==> src/design/vrcfl_map.svh <==
// Purpose: offsets, field positions, reset values and timing counts of the control and fault block
// Assumes: 25 MHz mclk, millivolt-coded analog samples
// Notes: definitions only
`ifndef VRCFL_MAP_SVH
`define VRCFL_MAP_SVH

// register offsets
`define VRCFL_REG_CTRL 4'h0
`define VRCFL_REG_STAGE_FAULT_CONFIG 4'h1
`define VRCFL_REG_UNDERVOLTAGE_LOCKOUT_SELECT_CONFIG 4'h2
`define VRCFL_REG_BOOT_VOLTAGE 4'h3
`define VRCFL_REG_OUTPUT_VOLTAGE_TARGET 4'h4
`define VRCFL_REG_STATUS 4'h5
`define VRCFL_REG_TEMP_LO 4'h6
`define VRCFL_REG_TEMP_HI 4'h7
`define VRCFL_REG_DAC_CODE 4'h8

// field positions and reset values
`define VRCFL_CTRL_COARSE_BIT 0
`define VRCFL_FAULT_DISABLE_BIT 3
`define VRCFL_CTRL_RST 8'h00
`define VRCFL_STAGE_FAULT_RST 8'h00
`define VRCFL_UNDERVOLTAGE_LOCKOUT_SEL_RST 2'h1
`define VRCFL_BOOT_VOLTAGE_RST 8'h97

// voltage code table
`define VRCFL_FINE_BASE_MV 16'h00FA
`define VRCFL_FINE_STEP_MV 16'h0005
`define VRCFL_COARSE_BASE_MV 16'h01F4
`define VRCFL_COARSE_STEP_MV 16'h000A
`define VRCFL_COARSE_LAST_CODE 8'hC9

// thermal sense, millivolts and tenths of a degree
`define VRCFL_TEMP_OFFSET_MV 12'h258
`define VRCFL_TEMP_MAX_TENTHS 16'h04FF
`define VRCFL_STAGE_FAULT_MV 12'h9C4

// input lockout thresholds in millivolts, on / off
`define VRCFL_UVLO0_ON_MV 16'h1194
`define VRCFL_UVLO0_OFF_MV 16'h0DAC
`define VRCFL_UVLO1_ON_MV 16'h1C52
`define VRCFL_UVLO1_OFF_MV 16'h186A
`define VRCFL_UVLO2_ON_MV 16'h1EDC
`define VRCFL_UVLO2_OFF_MV 16'h1AF4
`define VRCFL_UVLO3_ON_MV 16'h283C
`define VRCFL_UVLO3_OFF_MV 16'h2454

// timing
`define VRCFL_CLK_MHZ 25
`define VRCFL_BOOT_RETURN_MIN_NS 1000
`define VRCFL_BOOT_RETURN_CYCLES ((`VRCFL_BOOT_RETURN_MIN_NS * `VRCFL_CLK_MHZ) / 1000 + 1)
`define VRCFL_SLEW_TICK0 16'h0019
`define VRCFL_SLEW_TICK1 16'h0032
`define VRCFL_SLEW_TICK2 16'h0064
`define VRCFL_SLEW_TICK3 16'h00C8

`endif

==> src/design/vrcfl_pkg.sv <==
// Purpose: types of the control and fault block
// Assumes: nothing
// Notes: constants live in vrcfl_map.svh
package vrcfl_pkg;
	typedef enum logic [1:0] {ST_OFF, ST_SOFTSTART, ST_RUN} vrcfl_state_t;
endpackage : vrcfl_pkg

==> src/design/vrcfl_sync.sv <==
// Purpose: two-flop synchroniser for pin inputs
// Assumes: single mclk domain
// Notes: first stage is read only by the second
`timescale 1ns/10ps
module vrcfl_sync #(
	parameter int W = 1
) (
	// clock and reset
	input wire logic mclk,
	input wire logic resetn,
	// data
	input wire logic [W-1:0] d,
	output logic [W-1:0] q
);
	logic [W-1:0] meta_q, stage_q, prev_q;

	// a word is passed on only once two settled samples agree, so a multi-bit sample caught mid-change is dropped
	always_ff @(posedge mclk) begin
		if (!resetn) begin
			meta_q <= '0;
			stage_q <= '0;
			prev_q <= '0;
			q <= '0;
		end else begin
			meta_q <= d;
			stage_q <= meta_q;
			prev_q <= stage_q;
			if (stage_q == prev_q) begin
				q <= stage_q;
			end
		end
	end
endmodule : vrcfl_sync

==> src/design/vrcfl_code_decode.sv <==
// Purpose: voltage code to millivolts in either step mode
// Assumes: code 00 means no output
// Notes: purely combinational
`timescale 1ns/10ps
`include "vrcfl_map.svh"
module vrcfl_code_decode (
	// code in
	input wire logic [7:0] voltage_code,
	input wire logic coarse_mode,
	// result
	output logic [15:0] millivolts,
	output logic valid
);
	logic [15:0] idx;

	always_comb begin
		idx = {8'h00, voltage_code} - 16'h0001;
		millivolts = 16'h0000;
		valid = 1'b0;
		if (voltage_code != 8'h00) begin
			if (coarse_mode) begin
				if (voltage_code <= `VRCFL_COARSE_LAST_CODE) begin
					valid = 1'b1;
					millivolts = 16'(`VRCFL_COARSE_BASE_MV + idx * `VRCFL_COARSE_STEP_MV);
				end
			end else begin
				valid = 1'b1;
				millivolts = 16'(`VRCFL_FINE_BASE_MV + idx * `VRCFL_FINE_STEP_MV);
			end
		end
	end
endmodule : vrcfl_code_decode

==> src/design/vrcfl_top.sv <==
// Purpose: control and protection logic of a multiphase buck controller
// Assumes: analog levels arrive as millivolt samples from converters outside mclk
// Notes on behaviour
// - phase output high, low or tri-state
// - skip output held low during soft-start
// - temperature = (sense - offset) / slope
// - temperature saturates at maximum reportable value
// - sense above fault level turns phases off
// - config bit disables stage fault detection
// - boot-return after delay sets flag, loads boot voltage
// - ramp to boot voltage at selected slew
// - request released high clears boot-return flag
// - lockout turns off; on needs bias and enable
// - two-bit setting selects lockout thresholds
//
// The address map and the address-and-strobe port are this design's own decisions.
`timescale 1ns/10ps
`include "vrcfl_map.svh"
module vrcfl_top (
	// clock and reset
	input wire logic mclk,
	input wire logic resetn,
	// register port
	input wire logic [3:0] reg_addr,
	input wire logic [7:0] reg_wdata,
	input wire logic reg_wr,
	input wire logic reg_rd,
	output logic [7:0] reg_rdata,
	// pins and converter samples
	input wire logic [11:0] thermal_sense_input,
	input wire logic [15:0] input_supply,
	input wire logic bias_supply_ok,
	input wire logic enable,
	input wire logic boot_return_req_n,
	input wire logic [1:0] slew_select,
	// phase demand from the regulation loop
	input wire logic [5:0] phase_high_req,
	// power stage outputs
	output logic [5:0] pwm_out,
	output logic [5:0] pwm_oe_n,
	output logic skip_mode_output,
	// status outputs
	output logic [15:0] dac_millivolts,
	output logic dac_valid,
	output logic boot_return_flag,
	output logic stage_fault
);
	////////////////////////////////////////////////////////////////////////////
	// synchronisers
	logic [11:0] thermal_sense_input_s;
	logic [15:0] vin_s;
	logic [4:0] pins_s;
	logic bias_s, en_s, req_n_s;
	logic [1:0] slew_s;

	vrcfl_sync #(.W(12)) u_sync_thermal_sense_input (.mclk(mclk), .resetn(resetn), .d(thermal_sense_input), .q(thermal_sense_input_s));
	vrcfl_sync #(.W(16)) u_sync_vin (.mclk(mclk), .resetn(resetn), .d(input_supply), .q(vin_s));
	vrcfl_sync #(.W(5)) u_sync_pins (.mclk(mclk), .resetn(resetn),
		.d({bias_supply_ok, enable, !boot_return_req_n, slew_select}), .q(pins_s));
	assign bias_s = pins_s[4];
	assign en_s = pins_s[3];
	// request synced active high so the synchroniser's reset value is the idle level
	assign req_n_s = !pins_s[2];
	assign slew_s = pins_s[1:0];

	////////////////////////////////////////////////////////////////////////////
	// registers
	logic [7:0] ctrl_q;
	logic [7:0] stage_fault_config_q;
	logic [1:0] undervoltage_lockout_select_config_q;
	logic [7:0] boot_voltage_q;
	logic [7:0] output_voltage_target_q;
	logic [7:0] dac_code_q;
	logic [15:0] temp_q;
	logic undervoltage_lockout_ok_q;
	logic boot_set;
	logic [7:0] rdata_d;
	vrcfl_pkg::vrcfl_state_t state_q;

	always_ff @(posedge mclk) begin
		if (!resetn) begin
			ctrl_q <= `VRCFL_CTRL_RST;
			stage_fault_config_q <= `VRCFL_STAGE_FAULT_RST;
			undervoltage_lockout_select_config_q <= `VRCFL_UNDERVOLTAGE_LOCKOUT_SEL_RST;
			boot_voltage_q <= `VRCFL_BOOT_VOLTAGE_RST;
		end else if (reg_wr) begin
			case (reg_addr)
				`VRCFL_REG_CTRL: ctrl_q <= reg_wdata;
				`VRCFL_REG_STAGE_FAULT_CONFIG: stage_fault_config_q <= reg_wdata;
				`VRCFL_REG_UNDERVOLTAGE_LOCKOUT_SELECT_CONFIG: undervoltage_lockout_select_config_q <= reg_wdata[1:0];
				`VRCFL_REG_BOOT_VOLTAGE: boot_voltage_q <= reg_wdata;
				default: ;
			endcase
		end
	end

	// the boot-return load wins over a software write in the same cycle
	always_ff @(posedge mclk) begin
		if (!resetn) begin
			output_voltage_target_q <= `VRCFL_BOOT_VOLTAGE_RST;
		end else if (boot_set) begin
			output_voltage_target_q <= boot_voltage_q;
		end else if (reg_wr && reg_addr == `VRCFL_REG_OUTPUT_VOLTAGE_TARGET) begin
			output_voltage_target_q <= reg_wdata;
		end
	end

	always_comb begin
		case (reg_addr)
			`VRCFL_REG_CTRL: rdata_d = ctrl_q;
			`VRCFL_REG_STAGE_FAULT_CONFIG: rdata_d = stage_fault_config_q;
			`VRCFL_REG_UNDERVOLTAGE_LOCKOUT_SELECT_CONFIG: rdata_d = {6'h00, undervoltage_lockout_select_config_q};
			`VRCFL_REG_BOOT_VOLTAGE: rdata_d = boot_voltage_q;
			`VRCFL_REG_OUTPUT_VOLTAGE_TARGET: rdata_d = output_voltage_target_q;
			`VRCFL_REG_STATUS: rdata_d = {2'h0, state_q, dac_valid, undervoltage_lockout_ok_q, stage_fault, boot_return_flag};
			`VRCFL_REG_TEMP_LO: rdata_d = temp_q[7:0];
			`VRCFL_REG_TEMP_HI: rdata_d = temp_q[15:8];
			`VRCFL_REG_DAC_CODE: rdata_d = dac_code_q;
			default: rdata_d = 8'h00;
		endcase
	end

	always_ff @(posedge mclk) begin
		if (!resetn) begin
			reg_rdata <= 8'h00;
		end else if (reg_rd) begin
			reg_rdata <= rdata_d;
		end else begin
			reg_rdata <= 8'h00;
		end
	end

	////////////////////////////////////////////////////////////////////////////
	// temperature, tenths of a degree: (v - offset) * 10 / 8
	logic [15:0] temp_d;
	logic [15:0] thermal_sense_input_excess;

	always_comb begin
		thermal_sense_input_excess = {4'h0, thermal_sense_input_s} - {4'h0, `VRCFL_TEMP_OFFSET_MV};
		if (thermal_sense_input_s <= `VRCFL_TEMP_OFFSET_MV) begin
			temp_d = 16'h0000;
		end else if (16'(({2'h0, thermal_sense_input_excess[13:0]} * 16'h0005) >> 2) >= `VRCFL_TEMP_MAX_TENTHS) begin
			temp_d = `VRCFL_TEMP_MAX_TENTHS;
		end else begin
			temp_d = 16'(({2'h0, thermal_sense_input_excess[13:0]} * 16'h0005) >> 2);
		end
	end

	always_ff @(posedge mclk) begin
		if (!resetn) begin
			temp_q <= 16'h0000;
		end else begin
			temp_q <= temp_d;
		end
	end

	////////////////////////////////////////////////////////////////////////////
	// power stage fault
	always_ff @(posedge mclk) begin
		if (!resetn) begin
			stage_fault <= 1'b0;
		end else begin
			stage_fault <= (thermal_sense_input_s > `VRCFL_STAGE_FAULT_MV) &&
				!stage_fault_config_q[`VRCFL_FAULT_DISABLE_BIT];
		end
	end

	////////////////////////////////////////////////////////////////////////////
	// input undervoltage lockout with hysteresis
	logic [15:0] undervoltage_lockout_on_mv, undervoltage_lockout_off_mv;

	always_comb begin
		case (undervoltage_lockout_select_config_q)
			2'h0: begin
				undervoltage_lockout_on_mv = `VRCFL_UVLO0_ON_MV;
				undervoltage_lockout_off_mv = `VRCFL_UVLO0_OFF_MV;
			end
			2'h1: begin
				undervoltage_lockout_on_mv = `VRCFL_UVLO1_ON_MV;
				undervoltage_lockout_off_mv = `VRCFL_UVLO1_OFF_MV;
			end
			2'h2: begin
				undervoltage_lockout_on_mv = `VRCFL_UVLO2_ON_MV;
				undervoltage_lockout_off_mv = `VRCFL_UVLO2_OFF_MV;
			end
			default: begin
				undervoltage_lockout_on_mv = `VRCFL_UVLO3_ON_MV;
				undervoltage_lockout_off_mv = `VRCFL_UVLO3_OFF_MV;
			end
		endcase
	end

	always_ff @(posedge mclk) begin
		if (!resetn) begin
			undervoltage_lockout_ok_q <= 1'b0;
		end else if (vin_s < undervoltage_lockout_off_mv) begin
			undervoltage_lockout_ok_q <= 1'b0;
		end else if (vin_s > undervoltage_lockout_on_mv) begin
			undervoltage_lockout_ok_q <= 1'b1;
		end
	end

	////////////////////////////////////////////////////////////////////////////
	// boot-return request
	logic [7:0] req_cnt_q;

	assign boot_set = !req_n_s && !boot_return_flag && (req_cnt_q == 8'(`VRCFL_BOOT_RETURN_CYCLES - 1));

	always_ff @(posedge mclk) begin
		if (!resetn || req_n_s) begin
			req_cnt_q <= 8'h00;
		end else if (!boot_return_flag) begin
			req_cnt_q <= req_cnt_q + 8'h01;
		end
	end

	always_ff @(posedge mclk) begin
		if (!resetn) begin
			boot_return_flag <= 1'b0;
		end else if (boot_set) begin
			boot_return_flag <= 1'b1;
		end else if (req_n_s) begin
			boot_return_flag <= 1'b0;
		end
	end

	////////////////////////////////////////////////////////////////////////////
	// slew tick divider and dac code ramp
	logic [15:0] slew_cnt_q, slew_period;
	logic slew_tick;
	logic run_ok;

	always_comb begin
		case (slew_s)
			2'h0: slew_period = `VRCFL_SLEW_TICK0;
			2'h1: slew_period = `VRCFL_SLEW_TICK1;
			2'h2: slew_period = `VRCFL_SLEW_TICK2;
			default: slew_period = `VRCFL_SLEW_TICK3;
		endcase
	end

	assign slew_tick = (slew_cnt_q >= slew_period - 16'h0001);
	assign run_ok = undervoltage_lockout_ok_q && bias_s && en_s;

	always_ff @(posedge mclk) begin
		if (!resetn || slew_tick) begin
			slew_cnt_q <= 16'h0000;
		end else begin
			slew_cnt_q <= slew_cnt_q + 16'h0001;
		end
	end

	always_ff @(posedge mclk) begin
		if (!resetn || !run_ok) begin
			dac_code_q <= 8'h00;
		end else if (slew_tick && dac_code_q < output_voltage_target_q) begin
			dac_code_q <= dac_code_q + 8'h01;
		end else if (slew_tick && dac_code_q > output_voltage_target_q) begin
			dac_code_q <= dac_code_q - 8'h01;
		end
	end

	logic [15:0] dec_mv;
	logic dec_valid;

	vrcfl_code_decode u_decode (
		.voltage_code(dac_code_q),
		.coarse_mode(ctrl_q[`VRCFL_CTRL_COARSE_BIT]),
		.millivolts(dec_mv),
		.valid(dec_valid)
	);

	always_ff @(posedge mclk) begin
		if (!resetn) begin
			dac_millivolts <= 16'h0000;
			dac_valid <= 1'b0;
		end else begin
			dac_millivolts <= dec_mv;
			dac_valid <= dec_valid;
		end
	end

	////////////////////////////////////////////////////////////////////////////
	// start-up sequence
	always_ff @(posedge mclk) begin
		if (!resetn || !run_ok) begin
			state_q <= vrcfl_pkg::ST_OFF;
		end else begin
			case (state_q)
				vrcfl_pkg::ST_OFF: state_q <= vrcfl_pkg::ST_SOFTSTART;
				vrcfl_pkg::ST_SOFTSTART: begin
					if (dac_code_q == output_voltage_target_q) begin
						state_q <= vrcfl_pkg::ST_RUN;
					end
				end
				vrcfl_pkg::ST_RUN: state_q <= vrcfl_pkg::ST_RUN;
				default: state_q <= vrcfl_pkg::ST_OFF;
			endcase
		end
	end

	always_ff @(posedge mclk) begin
		if (!resetn) begin
			skip_mode_output <= 1'b0;
		end else begin
			skip_mode_output <= (state_q == vrcfl_pkg::ST_RUN);
		end
	end

	////////////////////////////////////////////////////////////////////////////
	// phase outputs: tri-state when off, faulted or code invalid
	logic phases_off;

	assign phases_off = (state_q == vrcfl_pkg::ST_OFF) || stage_fault || !dac_valid;

	genvar gi;
	generate
		for (gi = 0; gi < 6; gi++) begin : g_phase
			always_ff @(posedge mclk) begin
				if (!resetn || phases_off) begin
					pwm_out[gi] <= 1'b0;
					pwm_oe_n[gi] <= 1'b1;
				end else begin
					pwm_out[gi] <= phase_high_req[gi];
					pwm_oe_n[gi] <= 1'b0;
				end
			end
		end
	endgenerate
endmodule : vrcfl_top

==> config.mk <==
export PLATFORM = sky130hd
export DESIGN_NAME = vrcfl_top
export DESIGN_NICKNAME = d
export VERILOG_FILES = /design/src/design/vrcfl_pkg.sv /design/src/design/vrcfl_sync.sv /design/src/design/vrcfl_code_decode.sv /design/src/design/vrcfl_top.sv
export VERILOG_INCLUDE_DIRS = /design/src /design/src/design
export SDC_FILE = /design/constraint.sdc
export NUM_CORES = 1
export LEC_CHECK = 0
export BUFFER_PORTS_ARGS = -buffer_cell sky130_fd_sc_hd__buf_2
export CAP_MARGIN = 20
export CORE_UTILIZATION = 40
export CTS_BUF_LIST = sky130_fd_sc_hd__clkbuf_16
export CTS_CLUSTER_DIAMETER = 200
export DETAILED_ROUTE_END_ITERATION = 8
export PLACE_DENSITY = 0.67
export SYNTH_ARGS = -nofsm -noshare
export SYNTH_HDL_FRONTEND = slang
export SYNTH_HIERARCHICAL = 1
export SYNTH_SLANG_ARGS = --single-unit
==> constraint.sdc <==
create_clock -name mclk -period 8.78 [get_ports mclk]
set_clock_uncertainty 0.05 [all_clocks]
set_input_delay 0.878 -clock mclk [delete_from_list [all_inputs] [get_ports mclk]]
set_output_delay 0.878 -clock mclk [all_outputs]
set_load 0.03 [all_outputs]
==> results_dict.tcl, run 1 <==
set metrics [dict create \
    reg2reg_from "dac_code_q[0]" \
    pre_cts_ws_ns 4.37 \
    yosysSeqAreaShare_pct 39.0 \
    cts_hold_buffers 0 \
    worst_pin_slew_ns 0.893 \
    p_leak_uw 0.00684 \
    rsz0062_at_grt "no" \
    detail-route-antenna-nets 0 \
    initial_core_util_pct 40.7 \
    slowest_stage "nor4b_2" \
    core_um2 31600 \
    layout.cells.non_filler 1895 \
    drt-wirelength-per-cell_um 14.1 \
    crit_path_max_fanout 10 \
    grt_start_max_net_pins 97 \
    finalHoldViolations 0 \
    pwr_density_cell_nw_per_um2 168 \
    dp_cells 1849 \
    gp_congestion 0.889 \
    rows 65 \
    period_minus_slack_ns 4.49 \
    finalCritPeriodShare_pct 51.1 \
    drt_iter0_drc 649 \
    path_class "reg2reg" \
    postCtsSetupBuffers 0 \
    numPortBuffers 94 \
    vias_per_cell 5.06 \
    die-width_um 181 \
    grt_pass1_wl_um 44600 \
    root_buffer "clkbuf_16" \
    drt-pass1-iter-count 5 \
    synth_area_um2 12800 \
    worstPathArrival_ns 4.91 \
    mostFrequentLayoutCell "dfxtp_1" \
    cp-start-kind "flip-flop" \
    ys.flop_type "dfxtp_1" \
    synthCells 1395 \
    irDropWorstVdd_mv 0.157 \
    clock_path_buffers 3 \
    antenna_found_initial 1 \
    final_nets 1655 \
    yosys.area.top_type "dfxtp_1" \
    critPathRequiredTime_ns 9.20 \
    endpoint_kind "flip-flop" \
    crit_top_cell "ha_1" \
    ys_warn_count 6 \
    cp_cell_sequence "inv_1, ha_1, or3b_1, nor4b_2, ha_1, ha_1, a21oi_1, mux2i_1, o211ai_2, o31a_2, nor3_1, and2_1" \
    clk_pin_slew_ns 0.06 \
    layout_setup_ws_ns 4.29 \
    area_growth_pct 12.6 \
    fp.dieH_um 181 \
    ios 95 \
    cts_tree "done" \
    setup_viol 0 \
    timing.fmax_ghz 0.223 \
    drv_cap 0 \
    track_usage_pct 16.3 \
    clk_latency_ns 0.54 \
    cts.repair.resized 0 \
    crit_family "simple AND/OR/NAND/NOR gates" \
    cts_made_buffers 27 \
    synth.area.top_cells "dfxtp_1 (39%), ha_1 (11%), mux2i_1 (5.2%)" \
    worstHoldPathType "reg2reg" \
    drc 0 \
    drv_slew 0 \
    cp_num_buf_inv 1 \
    synth_top_area_share_pct 39.0 \
    cts.sinks 250 \
    vias 9591 \
    synthArstFlopShare_pct 0 \
    globalRoute.totalOverflow 0 \
    fillers 3089 \
    h-tree-depth 1 \
    maxSlewHeadroom_pct 40.3 \
    die_area_um2 32800 \
    yosys_register_bits 250 \
    tns_ns 0 \
    synth_edf_count 0 \
    drt_wl_total_um 26700 \
    avgSynthCellArea_um2 9.20 \
    worstHoldStart "u_sync_thermal_sense_input/meta_q[9]" \
    synth.distinct_cells 89 \
    crit_start "dac_code_q[0]" \
    max_stage_delay_ns 0.78 \
    grt_pass1_vias 9317 \
    place_hpwl_um 19800 \
    layout_common_cells "dfxtp_1 (250), nand2_1 (146), ha_1 (117), inv_1 (102), and2_1 (96)" \
    status "complete, no violations" \
    final_layout_size_suffix_gt1_share_pct 11.2 \
]
==> final timing paths <==
| check | to | slack (ns) | cells past startpoint |
|---|---|---|---|
| setup / recovery | dac_millivolts[12] | 4.29 | 12 |
| hold / removal | u_sync_thermal_sense_input/stage_q[9] | 0.38 | 1 |
| setup reg to reg | dac_millivolts[12] | 4.29 | 12 |
| hold reg to reg | u_sync_thermal_sense_input/stage_q[9] | 0.38 | 1 |
==> final cells by class <==
type,count,area (um^2),share of cell area [%]
multi-input combinational,1002,7220,50.0
sequential,250,5000,34.6
clock buffer,27,676,4.68
tap,402,503,3.48
timing repair buffer,97,495,3.43
inverter,98,368,2.55
clock inverter,18,171,1.19
antenna,1,2.50,0.0173
==> power breakdown <==
group | internal (uW) | leakage, uW | total (uW) | switching [uW]
clock network | 643 | 0.000425 | 1090 | 443
registers | 1160 | 0.00204 | 1180 | 13.5
logic | 69.2 | 0.00438 | 165 | 95.6
total | 1880 | 0.00684 | 2430 | 552
==> layer usage <==
layer / vias up / track usage (%) / part of all wire [%]
met3: 50 / 2.52 / 4.2
met5: - / 0 / 0
li1: 4912 / - / -
met2: 187 / 29.3 / 49
met1: 4442 / 19.8 / 44
met4: 0 / 5.08 / 2.5
==> cell usage after synthesis (all sizes together), types with 18 or more instances <==
| cell | number |
|---|---|
| nor3 | 26 |
| nand2 | 147 |
| and2 | 96 |
| buf | 18 |
| mux2i | 67 |
| xor2 | 67 |
| a21oi | 57 |
| xnor2 | 29 |
| nand3 | 44 |
| nor2b | 26 |
| ha | 117 |
| nor2 | 73 |
| o21ai | 42 |
| inv | 97 |
| clkbuf | 36 |
| dfxtp | 250 |
==> cells by family (layout without fill, tap and decap cells) <==
family | count (synthesis) | count (layout) | synth area share (%)
other cells | 2 | 12 | 0.0585
simple gates | 484 | 484 | 19.4
xor+xnor | 96 | 96 | 6.61
fa+ha+maj | 124 | 124 | 12.5
mux | 72 | 72 | 5.84
flops | 250 | 250 | 39.0
compound gates | 215 | 215 | 11.6
buf+inv | 152 | 240 | 4.95
==> state kept, by name, summed over array words and instances, names as in the netlist, 12 cells and up <==
name	count
u_sync_vin/meta_q	16
u_sync_thermal_sense_input/stage_q	12
slew_cnt_q	16
u_sync_thermal_sense_input/meta_q	12
u_sync_thermal_sense_input/q	12
u_sync_thermal_sense_input/prev_q	12
u_sync_vin/prev_q	16
u_sync_vin/q	16
dac_millivolts	16
temp_q	14
u_sync_vin/stage_q	16
==> stage by stage <==
step	instance area [um^2]	utilization, %	power (uW)	hold WS [ns]
after floorplan	12900	-	1320	0.362
after global placement	13600	43.1	1360	0.365
after detailed placement	13600	43.1	1370	0.368
after CTS	14400	45.8	2470	0.381
after global routing	14400	45.8	2540	0.387
final	14400	45.8	2430	0.378
(Power assumes the default switching activity.)
==> run 2, diff against run 1 <==
--- a/config.mk
+++ b/config.mk
@@ -12,7 +12,7 @@
 export CTS_BUF_LIST = sky130_fd_sc_hd__clkbuf_16
 export CTS_CLUSTER_DIAMETER = 200
 export DETAILED_ROUTE_END_ITERATION = 8
-export PLACE_DENSITY = 0.67
+export PLACE_DENSITY = 0.69
 export SYNTH_ARGS = -nofsm -noshare
 export SYNTH_HDL_FRONTEND = slang
 export SYNTH_HIERARCHICAL = 1
==> constraint.sdc (replaced) <==
create_clock -name mclk -period 3.8 [get_ports mclk]
set_clock_uncertainty 0.05 [all_clocks]
set_input_delay 0.38 -clock mclk [delete_from_list [all_inputs] [get_ports mclk]]
set_output_delay 0.38 -clock mclk [all_outputs]
set_load 0.03 [all_outputs]
==> results_dict.tcl, run 2 (same netlist as run 1, synthesis figures left out) <==
set metrics [dict create \
    status "complete, no violations" \
    reg2reg_from "u_sync_pins/q[0]" \
    worst_pin_slew_ns 0.823 \
    whs_endpoint "u_sync_pins/meta_q[2]" \
    finalCritPeriodShare_pct 95.2 \
    antenna_found_initial 1 \
    drv_slew 0 \
    grt_start_max_net_pins 134 \
    numPortBuffers 94 \
    final_nets 1730 \
    cts_tree "done" \
    timing.rr.end "dac_code_q[7]" \
    cp-start-kind "flip-flop" \
    globalRoute.totalOverflow 0 \
    timing.fmax_ghz 0.276 \
    irDropWorstVdd_mv 0.320 \
    drt_wl_total_um 27900 \
    cts.sinks 250 \
    drt-pass1-iter-count 7 \
    rows 65 \
    cts_made_buffers 28 \
    period_minus_slack_ns 3.62 \
    place_hpwl_um 20400 \
    vias_per_cell 5.05 \
    die_area_um2 32800 \
    vias 9964 \
    fp.dieH_um 181 \
    h-tree-depth 1 \
    finalPower_uw 5710 \
    reg2reg_depth 17 \
    drt_iter0_drc 453 \
    drv_cap 0 \
    setup_viol 0 \
    clk_latency_ns 0.54 \
    core_um2 31600 \
    gp_congestion 0.910 \
    clock_path_buffers 3 \
    reg2reg_slack_ns 0.18 \
    finalHoldViolations 0 \
    worstPathArrival_ns 4.02 \
    grt_pass1_vias 9669 \
    initial_core_util_pct 40.7 \
    worstHoldPathType "in2reg" \
    layout_setup_ws_ns 0.181 \
    root_buffer "clkbuf_16" \
    grt_pass1_wl_um 45700 \
    final_layout_size_suffix_gt1_share_pct 15.1 \
    hold_path_depth 3 \
    drt-wirelength-per-cell_um 14.2 \
    area_growth_pct 19.3 \
    ios 95 \
    track_usage_pct 16.7 \
    layout_common_cells "dfxtp_1 (249), nand2_1 (145), ha_1 (113), inv_1 (96), and2_1 (96)" \
    worstHoldStart "boot_return_req_n" \
    whs_ns 0.0592 \
    pre_cts_ws_ns -0.0495 \
    critPathRequiredTime_ns 4.20 \
    endpoint_kind "flip-flop" \
    die-width_um 181 \
    drc 0 \
    maxSlewHeadroom_pct 44.7 \
    p_leak_uw 0.00722 \
    clk_pin_slew_ns 0.06 \
    mostFrequentLayoutCell "dfxtp_1" \
    path_class "reg2reg" \
    detail-route-antenna-nets 0 \
    crit_path_max_fanout 6 \
    pwr_density_cell_nw_per_um2 373 \
]
[run 2: cell count changes in the layout (fill, tap and decap cells not counted), moves of 4 or more]
cell,previous run,this run
buf_4,4,39
clkinv_2,1,7
ha_1,117,113
inv_1,102,96
dlygate4sd3_1,0,38
[run 2: routing by layer]
layer | vias up | share of wire (%) | track usage (%)
li1 | 5051 | - | -
met1 | 4663 | 44 | 20.2
met2 | 200 | 50 | 30.4
met3 | 50 | 3.8 | 2.36
met4 | 0 | 2.7 | 5.36
met5 | - | 0 | 0
[run 2: critical path, stage by stage (launching register included)]
cell and delay (ns):
dfxtp_2 0.34, inv_2 0.07, ha_2 0.17, inv_1 0.05, ha_1 0.29, ha_1 0.27, a21o_1 0.15, a21oi_1 0.14
o21ai_1 0.09, a41o_1 0.27, nand2_4 0.12, ha_1 0.27, or2_2 0.28, a21oi_1 0.17, a21oi_1 0.06, mux2_2 0.29
or3_1 0.31, a21oi_1 0.14
[run 2: area by class of cell]
class                           count  area, um^2
Clock buffer                       28         701
Clock inverter                     22         188
Multi-Input combinational cell   1002        7380
Timing Repair Buffer              171        1160
Inverter                           98         368
Sequential cell                   250        5010
Tap cell                          402         503
Fill cell                        2980       16200
Antenna cell                        1        2.50
[run 2: worst max path at each step]
stage	depth (start not counted)	startpoint	slack (ns)	end
floorplan	18	u_sync_pins/q[0]	0.01	dac_code_q[7]
global placement	18	u_sync_pins/q[0]	0.09	dac_code_q[7]
detailed placement	18	u_sync_pins/q[0]	-0.05	dac_code_q[7]
CTS	14	dac_code_q[2]	0.004	dac_millivolts[10]
global route	18	u_sync_pins/q[0]	-0.02	dac_code_q[7]
finish	17	u_sync_pins/q[0]	0.18	dac_code_q[7]
[run 2: timing repair]
action,4_1_cts,5_1_grt
buffers inserted,2,3
setup endpoints to repair,2,18
resized for setup,1,30
hold buffers,38,0
pin swaps,1,7
endpoints found under the hold margin,38,0
[run 2: metrics by stage]
| stage | cells | area, um^2 | TNS, ns | util [%] |
|---|---|---|---|---|
| 3_5_place_dp | 1880 | 13800 | -0.0495 | 43.9 |
| 2_1_floorplan | 1404 | 12900 | 0 | - |
| 3_3_place_gp | 1880 | 13800 | 0 | 43.9 |
| 6_report | 1974 | 15300 | 0 | 48.5 |
| 5_1_grt | 1973 | 15300 | -0.0225 | 48.5 |
| 4_1_cts | 1970 | 15100 | 0 | 48.0 |
[run 2: power breakdown]
part           internal (uW)  switching, uW  leakage, uW
Combinational            189            231      0.00475
Sequential              2690           31.6      0.00204
Clock                   1490           1090     0.000437
